===== config.mk =====
export PLATFORM = sky130hd
export DESIGN_NAME = aaa_exec
export DESIGN_NICKNAME = d
export VERILOG_FILES = /design/src/aaa_alu.v /design/src/aaa_decode.v /design/src/aaa_exec.v
export VERILOG_INCLUDE_DIRS = /design/src /design/src/src
export SDC_FILE = /design/constraint.sdc
export NUM_CORES = 1
export LEC_CHECK = 0
export CORE_ASPECT_RATIO = 1.2
export CORE_MARGIN = 5
export CORE_UTILIZATION = 64
export DETAILED_ROUTE_END_ITERATION = 8
export DONT_BUFFER_PORTS = 1
export GPL_TIMING_DRIVEN = 0
export PLACE_DENSITY = 0.8
export REMOVE_ABC_BUFFERS = 1
export SLEW_MARGIN = 20
export SYNTH_ARGS = -nofsm -noshare
export SYNTH_HDL_FRONTEND = slang
export SYNTH_SLANG_ARGS = --single-unit

===== constraint.sdc =====
create_clock -name clk -period 2.1 [get_ports clk]
set_input_delay 0.315 -clock clk [delete_from_list [all_inputs] [get_ports clk]]
set_output_delay 0.315 -clock clk [all_outputs]
set_load 0.01 [all_outputs]

===== src/aaa_exec_map.vh =====
`ifndef AAA_EXEC_MAP_VH
`define AAA_EXEC_MAP_VH
// Opcode patterns and masks
`define AAA_OP_ADCY_REG 8'h38
`define AAA_MSK_REG 8'hF8
`define AAA_OP_ADCY_DIR 8'h35
`define AAA_OP_ADCY_IND 8'h36
`define AAA_MSK_IND 8'hFE
`define AAA_OP_ADCY_IMM 8'h34
`define AAA_OP_JUMP 8'h01
`define AAA_MSK_JUMP 8'h1F
`define AAA_OP_AND_REG 8'h58
`define AAA_OP_AND_DIR 8'h55
`define AAA_OP_AND_IND 8'h56
`define AAA_OP_AND_IMM 8'h54
`define AAA_OP_ANDD_A 8'h52
`define AAA_OP_ANDD_IMM 8'h53
// Program counter steps
`define AAA_PC_STEP2 16'h0002
`define AAA_PC_STEP1 16'h0001
`define AAA_PC_STEP3 16'h0003
// Kind codes
`define AAA_KIND_NONE 4'h0
`define AAA_KIND_ADCY 4'h1
`define AAA_KIND_ANDA 4'h2
`define AAA_KIND_ANDD 4'h3
`define AAA_KIND_JMP 4'h4
// Source codes
`define AAA_SRC_REG 2'h0
`define AAA_SRC_DIR 2'h1
`define AAA_SRC_IND 2'h2
`define AAA_SRC_IMM 2'h3
`endif


===== src/aaa_alu.v =====
`timescale 1ns/1ns
`default_nettype none
`include "aaa_exec_map.vh"
// Add-with-carry and AND datapath
module aaa_alu (
    // Operands
    input wire [7:0] accIn,
    input wire [7:0] srcIn,
    input wire carryIn,
    // Results
    output wire [7:0] sumOut,
    output wire carryOut,
    output wire auxOut,
    output wire ovfOut,
    output wire [7:0] andOut
);
    wire [4:0] lowSum;
    wire [3:0] midSum;
    wire [1:0] topSum;
    // Split adder exposes carries out of bits 3, 6 and 7
    assign lowSum = {1'b0, accIn[3:0]} + {1'b0, srcIn[3:0]} + {4'h0, carryIn};
    assign midSum = {1'b0, accIn[6:4]} + {1'b0, srcIn[6:4]} + {3'h0, lowSum[4]};
    assign topSum = {1'b0, accIn[7]} + {1'b0, srcIn[7]} + {1'b0, midSum[3]};
    assign sumOut = {topSum[0], midSum[2:0], lowSum[3:0]};
    assign carryOut = topSum[1];
    assign auxOut = lowSum[4];
    assign ovfOut = topSum[1] ^ midSum[3];
    assign andOut = accIn & srcIn;
endmodule // aaa_alu
`default_nettype wire


===== src/aaa_decode.v =====
`timescale 1ns/1ns
`default_nettype none
`include "aaa_exec_map.vh"
// Combinational opcode classifier
module aaa_decode (
    // Opcode
    input wire [7:0] opcode,
    // Classification
    output reg [3:0] kind,
    output reg [1:0] srcSel,
    output reg [1:0] byteCount,
    output reg twoCycle,
    output reg known
);
    // Pattern match
    always @* begin
        kind = `AAA_KIND_NONE;
        srcSel = `AAA_SRC_REG;
        byteCount = 2'h1;
        twoCycle = 1'b0;
        known = 1'b1;
        if ((opcode & `AAA_MSK_REG) == `AAA_OP_ADCY_REG) begin
            kind = `AAA_KIND_ADCY;
        end else if (opcode == `AAA_OP_ADCY_DIR) begin
            kind = `AAA_KIND_ADCY; srcSel = `AAA_SRC_DIR; byteCount = 2'h2;
        end else if ((opcode & `AAA_MSK_IND) == `AAA_OP_ADCY_IND) begin
            kind = `AAA_KIND_ADCY; srcSel = `AAA_SRC_IND;
        end else if (opcode == `AAA_OP_ADCY_IMM) begin
            kind = `AAA_KIND_ADCY; srcSel = `AAA_SRC_IMM; byteCount = 2'h2;
        end else if ((opcode & `AAA_MSK_JUMP) == `AAA_OP_JUMP) begin
            kind = `AAA_KIND_JMP; byteCount = 2'h2; twoCycle = 1'b1;
        end else if ((opcode & `AAA_MSK_REG) == `AAA_OP_AND_REG) begin
            kind = `AAA_KIND_ANDA;
        end else if ((opcode & `AAA_MSK_IND) == `AAA_OP_AND_IND) begin
            kind = `AAA_KIND_ANDA; srcSel = `AAA_SRC_IND;
        end else if (opcode == `AAA_OP_AND_DIR) begin
            kind = `AAA_KIND_ANDA; srcSel = `AAA_SRC_DIR; byteCount = 2'h2;
        end else if (opcode == `AAA_OP_AND_IMM) begin
            kind = `AAA_KIND_ANDA; srcSel = `AAA_SRC_IMM; byteCount = 2'h2;
        end else if (opcode == `AAA_OP_ANDD_A) begin
            kind = `AAA_KIND_ANDD; srcSel = `AAA_SRC_DIR; byteCount = 2'h2;
        end else if (opcode == `AAA_OP_ANDD_IMM) begin
            kind = `AAA_KIND_ANDD; srcSel = `AAA_SRC_IMM; byteCount = 2'h3;
            twoCycle = 1'b1;
        end else begin
            known = 1'b0;
        end
    end
endmodule // aaa_decode
`default_nettype wire


===== src/aaa_exec.v =====
`timescale 1ns/1ns
`default_nettype none
`include "aaa_exec_map.vh"
// Function
// - add_with_carry_op writes accumulator plus source plus carry into accumulator
// - Carry is carry out of bit 7, aux_carry_flag out of bit 3
// - overflow_flag set when exactly one of carries out of bits 6, 7
// - Add source is register, direct, indirect or immediate
// - Direct add is 0x35 plus address, two bytes, one cycle
// - Indirect add is 0011011i, pointer selected by bit 0, one byte
// - Immediate add is 0x34 plus constant, two bytes, one cycle
// - Jump target: high five bits of PC+2, opcode 7-5, second byte
// - absolute_jump_op is aaa00001, two bytes, two cycles
// - logical_and_op stores AND; only parity changes, and only for accumulator
// - Six AND forms: accumulator or direct destination
// - Direct-destination port AND reads the output latch, not the pins
// - Accumulator AND direct is 0x55, two bytes, one cycle
// - Accumulator AND immediate is 0x54, two bytes, one cycle
// - Direct AND accumulator is 0x52, two bytes, one cycle
// - Direct AND immediate is 0x53, three bytes, two cycles
module aaa_exec (
    // Clock, reset, enable
    input wire clk,
    input wire rst_b,
    input wire clkEn,
    // Instruction bytes from program memory
    input wire instrValid,
    input wire [7:0] opcode,
    input wire [7:0] byte2,
    input wire [7:0] byte3,
    input wire [15:0] pcIn,
    // Operand data from register file and data space
    input wire [7:0] accIn,
    input wire carryIn,
    input wire [7:0] workRegData,
    input wire [7:0] indirectPtrData,
    input wire [7:0] directData,
    input wire [7:0] portLatchData,
    input wire directIsPort,
    // Decoded selects
    output wire [2:0] workingRegisterSel,
    output wire indirectPointerReg,
    output wire [7:0] directAddr,
    // Results
    output reg accWe,
    output reg [7:0] accOut,
    output reg flagWe,
    output reg carryFlag,
    output reg auxCarryFlag,
    output reg overflowFlag,
    output reg parityFlag,
    output reg dirWe,
    output reg [7:0] dirWrAddr,
    output reg [7:0] dirWrData,
    output reg pcWe,
    output reg [15:0] pcOut,
    output reg done,
    output wire busy,
    output reg illegal
);
    localparam ST_IDLE = 1'b0;
    localparam ST_WAIT = 1'b1;
    reg rstSync1, rstSync2;
    reg state;
    reg [15:0] pendPc;
    reg [15:0] pendWrAddr;
    reg [7:0] pendData;
    reg pendKindJmp;
    wire [3:0] kind;
    wire [1:0] srcSel;
    wire [1:0] byteCount;
    wire twoCycle;
    wire known;
    reg [7:0] srcByte;
    reg [7:0] dirOrig;
    wire [7:0] sumVal, andVal, andDirVal;
    wire cOut, acOut, ovOut;
    wire [15:0] pcPlus2;
    wire [15:0] jumpTarget;
    wire [15:0] nextPc;
    // Reset release through two flops
    always @(posedge clk or negedge rst_b) begin
        if (!rst_b) begin
            rstSync1 <= 1'b0;
            rstSync2 <= 1'b0;
        end else begin
            rstSync1 <= 1'b1;
            rstSync2 <= rstSync1;
        end
    end
    aaa_decode uDecode (
        .opcode(opcode),
        .kind(kind),
        .srcSel(srcSel),
        .byteCount(byteCount),
        .twoCycle(twoCycle),
        .known(known)
    );
    // Operand selects from opcode fields and second byte
    assign workingRegisterSel = opcode[2:0];
    assign indirectPointerReg = opcode[0];
    assign directAddr = byte2;
    // Source operand mux
    always @* begin
        case (srcSel)
            `AAA_SRC_REG: srcByte = workRegData;
            `AAA_SRC_DIR: srcByte = directData;
            `AAA_SRC_IND: srcByte = indirectPtrData;
            `AAA_SRC_IMM: srcByte = byte2;
            default: srcByte = workRegData;
        endcase
    end
    // Original destination byte: port latch when target is a port
    always @* begin
        dirOrig = directIsPort ? portLatchData : directData;
    end
    aaa_alu uAlu (
        .accIn(accIn),
        .srcIn(srcByte),
        .carryIn(carryIn),
        .sumOut(sumVal),
        .carryOut(cOut),
        .auxOut(acOut),
        .ovfOut(ovOut),
        .andOut(andVal)
    );
    // Direct-destination mask is accumulator or third byte
    assign andDirVal = dirOrig & ((opcode == `AAA_OP_ANDD_IMM) ? byte3 : accIn);
    // Program counter arithmetic
    assign pcPlus2 = pcIn + `AAA_PC_STEP2;
    assign jumpTarget = {pcPlus2[15:11], opcode[7:5], byte2};
    assign nextPc = (byteCount == 2'h3) ? pcIn + `AAA_PC_STEP3 :
                    (byteCount == 2'h2) ? pcPlus2 : pcIn + `AAA_PC_STEP1;
    assign busy = (state == ST_WAIT);
    // Execution sequencer
    always @(posedge clk or negedge rst_b) begin
        if (!rst_b) begin
            state <= ST_IDLE;
            accWe <= 1'b0;
            accOut <= 8'h00;
            flagWe <= 1'b0;
            carryFlag <= 1'b0;
            auxCarryFlag <= 1'b0;
            overflowFlag <= 1'b0;
            parityFlag <= 1'b0;
            dirWe <= 1'b0;
            dirWrAddr <= 8'h00;
            dirWrData <= 8'h00;
            pcWe <= 1'b0;
            pcOut <= 16'h0000;
            done <= 1'b0;
            illegal <= 1'b0;
            pendPc <= 16'h0000;
            pendWrAddr <= 16'h0000;
            pendData <= 8'h00;
            pendKindJmp <= 1'b0;
        end else if (!rstSync2) begin
            state <= ST_IDLE;
            accWe <= 1'b0;
            flagWe <= 1'b0;
            dirWe <= 1'b0;
            pcWe <= 1'b0;
            done <= 1'b0;
            illegal <= 1'b0;
        end else if (clkEn) begin
            accWe <= 1'b0;
            flagWe <= 1'b0;
            dirWe <= 1'b0;
            pcWe <= 1'b0;
            done <= 1'b0;
            illegal <= 1'b0;
            case (state)
                ST_IDLE: begin
                    if (instrValid && known) begin
                        case (kind)
                            `AAA_KIND_ADCY: begin
                                accWe <= 1'b1;
                                accOut <= sumVal;
                                flagWe <= 1'b1;
                                carryFlag <= cOut;
                                auxCarryFlag <= acOut;
                                overflowFlag <= ovOut;
                                parityFlag <= ^sumVal;
                                pcWe <= 1'b1;
                                pcOut <= nextPc;
                                done <= 1'b1;
                            end
                            `AAA_KIND_ANDA: begin
                                accWe <= 1'b1;
                                accOut <= andVal;
                                parityFlag <= ^andVal;
                                pcWe <= 1'b1;
                                pcOut <= nextPc;
                                done <= 1'b1;
                            end
                            `AAA_KIND_ANDD: begin
                                if (twoCycle) begin
                                    pendWrAddr <= {8'h00, byte2};
                                    pendData <= andDirVal;
                                    pendPc <= nextPc;
                                    pendKindJmp <= 1'b0;
                                    state <= ST_WAIT;
                                end else begin
                                    dirWe <= 1'b1;
                                    dirWrAddr <= byte2;
                                    dirWrData <= andDirVal;
                                    pcWe <= 1'b1;
                                    pcOut <= nextPc;
                                    done <= 1'b1;
                                end
                            end
                            `AAA_KIND_JMP: begin
                                pendPc <= jumpTarget;
                                pendKindJmp <= 1'b1;
                                state <= ST_WAIT;
                            end
                            default: begin
                                illegal <= 1'b1;
                            end
                        endcase
                    end else if (instrValid) begin
                        illegal <= 1'b1;
                    end
                end
                ST_WAIT: begin
                    // Second cycle completes two-cycle forms
                    if (!pendKindJmp) begin
                        dirWe <= 1'b1;
                        dirWrAddr <= pendWrAddr[7:0];
                        dirWrData <= pendData;
                    end
                    pcWe <= 1'b1;
                    pcOut <= pendPc;
                    done <= 1'b1;
                    state <= ST_IDLE;
                end
                default: state <= ST_IDLE;
            endcase
        end
    end
endmodule // aaa_exec
`default_nettype wire


==> parameters.txt <==
Parameter                              Value

Status
  Result of the run    finished with violations
  Failing checks    negative hold slack, negative setup slack

Route
  Vias post-DR    4780
  Iteration count of the initial detailed-routing pass    5
  Mean routed wirelength per cell    21.39 µm
  Total Routed Length    15940 µm
  Drc violations    0
  Vias per cell    6.416
  Residual antenna-violating net count after detailed routing    0
  First-iteration detailed-routing DRC count    426

Timing
  Final min period    4.566 ns
  Unrepaired setup endpoints after global routing    true
  Setup skew after layout    0.01319 ns
  Post-route fraction of the period consumed by the critical path    2.174
  Fmax    219.0 MHz
  Slew of the pin with the lowest slew margin    0.7698 ns
  Minimum setup slack in the final design    -2.466 ns
  Final setup vio count    12
  Max-slew headroom    0.4825
  Number of pins with negative max-slew slack in the final report    0
  Worst hold-check slack    -0.3778 ns
  Final Hold Viols    85

Job
  Max-cap viol count    0

Power
  Static power due to leakage    2.718 nW
  Overall Power    4.115 mW
  Switching Power    1.293 mW
  Portion of total power attributed to combinational logic    0.208
  Largest voltage drop on the vdd net    439.1 µV
  Flop pwr share    0.500
  Switching share of power    0.3143
  Power Dens Cells    680.6 nW/µm²
  Relative contribution of the clock network to total power    0.292
  Cell internal power dissipation    2.822 mW

Die
  Placeable Area    8153 µm²
  Effective utilization at floorplan    0.6588
  Number of primary I/O pins    149
  Die outline area    10330 µm²
  Count of standard-cell rows    36
  Chip height    110.4 µm
  DIE WIDTH    93.63 µm

Final layout
  Fraction of final layout cells sized beyond drive strength 1    0.1664
  Diodes inserted    0
  Filler cell count in the final layout    564
  Final Net Count    728
  Layout overhead on the synthesized area    12.58%

GRT
  First-pass GRT wire length    24670 µm
  Maximum number of pins on one net before global-route repair    86
  Antenna violations before repair    0
  Remaining global-route overflow    0
  Total routing usage reported by global routing    0.3132
  Via count of the first global-routing pass    4912

Logic synthesis
  Async set-or-reset flop fraction in the synthesized netlist    1.000
  Cell Area, Synth    5371 µm²
  Number of warnings issued by yosys    0
  Synth cell types    71
  Top area cells in the synthesized netlist    dfrtp_1 (40%), nand2_1 (7.1%), o21ai_0 (5.3%)
  Most instantiated flip-flop cell in the synthesis netlist    dfrtp_1
  Post-synth top area cell    dfrtp_1
  Number of enable flip-flop cells after synthesis    0
  Average footprint of a synthesized cell    8.664 µm²
  Number of register bits inferred by synthesis    85
  Yosys top cell area share    0.3960
  Cells after synthesis    620
  Sequential element share of the synthesized area    0.3960

Critical path
  Combined buffer and inverter count along the critical path    1
  Cell with the largest stage delay on the worst path    fa_2
  Worst Reg2Reg Path Length in Cells    5
  Cells along the critical path    or3b_4 > nor4b_4 > a41oi_2 > o21ai_1 > nand2_2 > o21ai_2 > fa_2 > inv_2 > fa_2 > a21o_1 > a21o_1 > fa_2 > a21o_1 > a21o_1 > fa_2 > xor2_2 > xnor2_1 > xnor2_1 > xnor2_1 > nand3_1 > o311ai_2
  Destination of the worst register-to-register timing path    auxCarryFlag
  Worst EP required    2.37 ns
  Critical path endpoint category    flip-flop
  Kind of cell with the highest combined delay on the critical path    adder cells
  Class of the most critical setup path    in -> reg
  Sort of element at the start of the critical path    input port
  Stage delay of the slowest cell on the critical path    0.59 ns
  Reg2reg start    rstSync2
  Worst EP arrival    4.84 ns
  Worst Path Max Fanout    5
  Slack of the worst reg-to-reg path    -0.18 ns

CTS
  Clock latency at the later pin of the worst-skew pair    0.38 ns
  Clk root buf    clkbuf_8
  Worst-path clk slew    0.09 ns
  Maximum number of buffers from clock root to sink    2
  Clock sink count    85
  TritonCTS clock tree    done
  Clock H-tree levels    3
  TritonCTS Buffers    9

Placement
  Routability Congestion    0.9288
  Post-DP HPWL    11040 µm
  Worst setup slack after placement    -3.680 ns
  Buffers added on ports    0

Min path
  Path type of the worst min-delay path    in -> async
[layout make-up]
cell class | instances | area [µm²] | share of cell area
tap | 114 | 142.6 | 0.02359
timing repair buffer | 37 | 367.9 | 0.06083
clock buffer | 10 | 127.6 | 0.02110
inverter | 20 | 78.83 | 0.01304
sequential | 85 | 2131 | 0.3524
clock inverter | 6 | 70.07 | 0.01159
multi-input combinational | 473 | 3129 | 0.5175
[through the flow]
stage	TNS [ns]	utilization	instances	cell area, µm²
after global routing	-16.32	0.7417	745	6047
after global placement	-113.52	0.6481	691	5284
after floorplan	-40.17	-	577	5141
after detailed placement	-50.26	0.6561	693	5349
after CTS	-14.53	0.7310	739	5959
final	-15.33	0.7417	745	6047
[placed cells by master, fill, tap and decap left out, drive strengths merged, types with 9 or more instances in the layout]
cell | netlist | final
inv | 20 | 21
nand2 | 101 | 101
xnor2 | 24 | 24
buf | 27 | 36
dfrtp | 85 | 85
mux2i | 25 | 25
nor2 | 59 | 60
ha | 11 | 11
a21oi | 41 | 41
nand3 | 15 | 15
a221o | 9 | 9
o21ai | 74 | 74
clkbuf | 16 | 11
[repair_timing]
item | 4_1_cts | 5_1_grt
gates cloned | 1 | 0
pin swaps | 17 | 9
gates resized for setup | 44 | 9
endpoints found under the setup margin | 76 | 44
endpoints found under the hold margin | 85 | 85
setup buffers | 29 | 6
[sequential cells by signal, indices dropped and copies added (netlist names)]
register and count:
done 1, illegal 1, overflowFlag 1, accWe 1, carryFlag 1, pendData 8
dirWrAddr 8, pendPc 16, parityFlag 1, accOut 8, flagWe 1, dirWrData 8
pendKindJmp 1, dirWe 1, pcOut 16, pendWrAddr 8, rstSync1 1, busy 1
rstSync2 1, auxCarryFlag 1
[Yosys cell counts (5+ instances only)]
cell type and instances:
o21ai_0 57, ha_1 11, a21o_1 5, inv_1 20, a221o_1 9, mux2i_1 25, a21oi_1 40, buf_2 10
nor2_1 58, xnor2_1 24, nand2_1 101, nor2b_1 5, mux2_2 8, buf_4 15, xor2_1 7, nor3_1 6
clkbuf_1 16, nand3_1 15, dfrtp_1 85, fa_1 5, o21ai_1 17
[power by group through the flow]
stage | sequential (mW) | combinational [mW] | clock (mW)
after floorplan | 2.04 | 0.575 | 0
after global placement | 2.08 | 0.662 | 0
after detailed placement | 2.09 | 0.696 | 0
after CTS | 2.06 | 0.795 | 1.21
after global routing | 2.08 | 0.942 | 1.28
final | 2.06 | 0.855 | 1.20
[worst reg2reg max path, cell delays in order, from the launching register on]
cell	delay (ns)
dfrtp_1	0.49
nand3_1	0.21
nor2_4	0.33
nand2_1	0.16
nor4b_2	0.59
mux2_2	0.40
[routing by layer]
metal,up-vias,GRT usage,wire [µm]
met3,52,0.1018,1642
met2,267,0.5427,7996
li1,2168,-,-
met4,0,0.1496,533
met5,-,0,0
met1,2293,0.3490,5767
[worst max-delay path by stage]
stage / from / to / slack (ns) / depth (start not counted)
floorplan: opcode[3] / parityFlag / -2.93 / 21
CTS: opcode[7] / parityFlag / -2.40 / 21
global placement: opcode[3] / parityFlag / -3.47 / 21
global route: opcode[7] / parityFlag / -2.60 / 21
detailed placement: opcode[3] / parityFlag / -3.68 / 21
finish: opcode[7] / parityFlag / -2.47 / 21
[kinds of logic (layout without fill, tap and decap cells)]
| kind of cell | after synthesis | in the layout | share of synthesized area |
|---|---|---|---|
| and+or+nand+nor | 226 | 227 | 0.1989 |
| AOI/OAI and AO/OA | 164 | 164 | 0.1864 |
| DFF | 85 | 85 | 0.3960 |
| buffers and inverters | 63 | 73 | 0.05684 |
| muxes | 33 | 33 | 0.06336 |
| xor gates and xnor gates | 32 | 32 | 0.05358 |
| adders and majority gates | 16 | 16 | 0.04426 |
| other | 1 | 1 | 0.0006981 |
No activity file was read; power rests on OpenSTA's default activity.
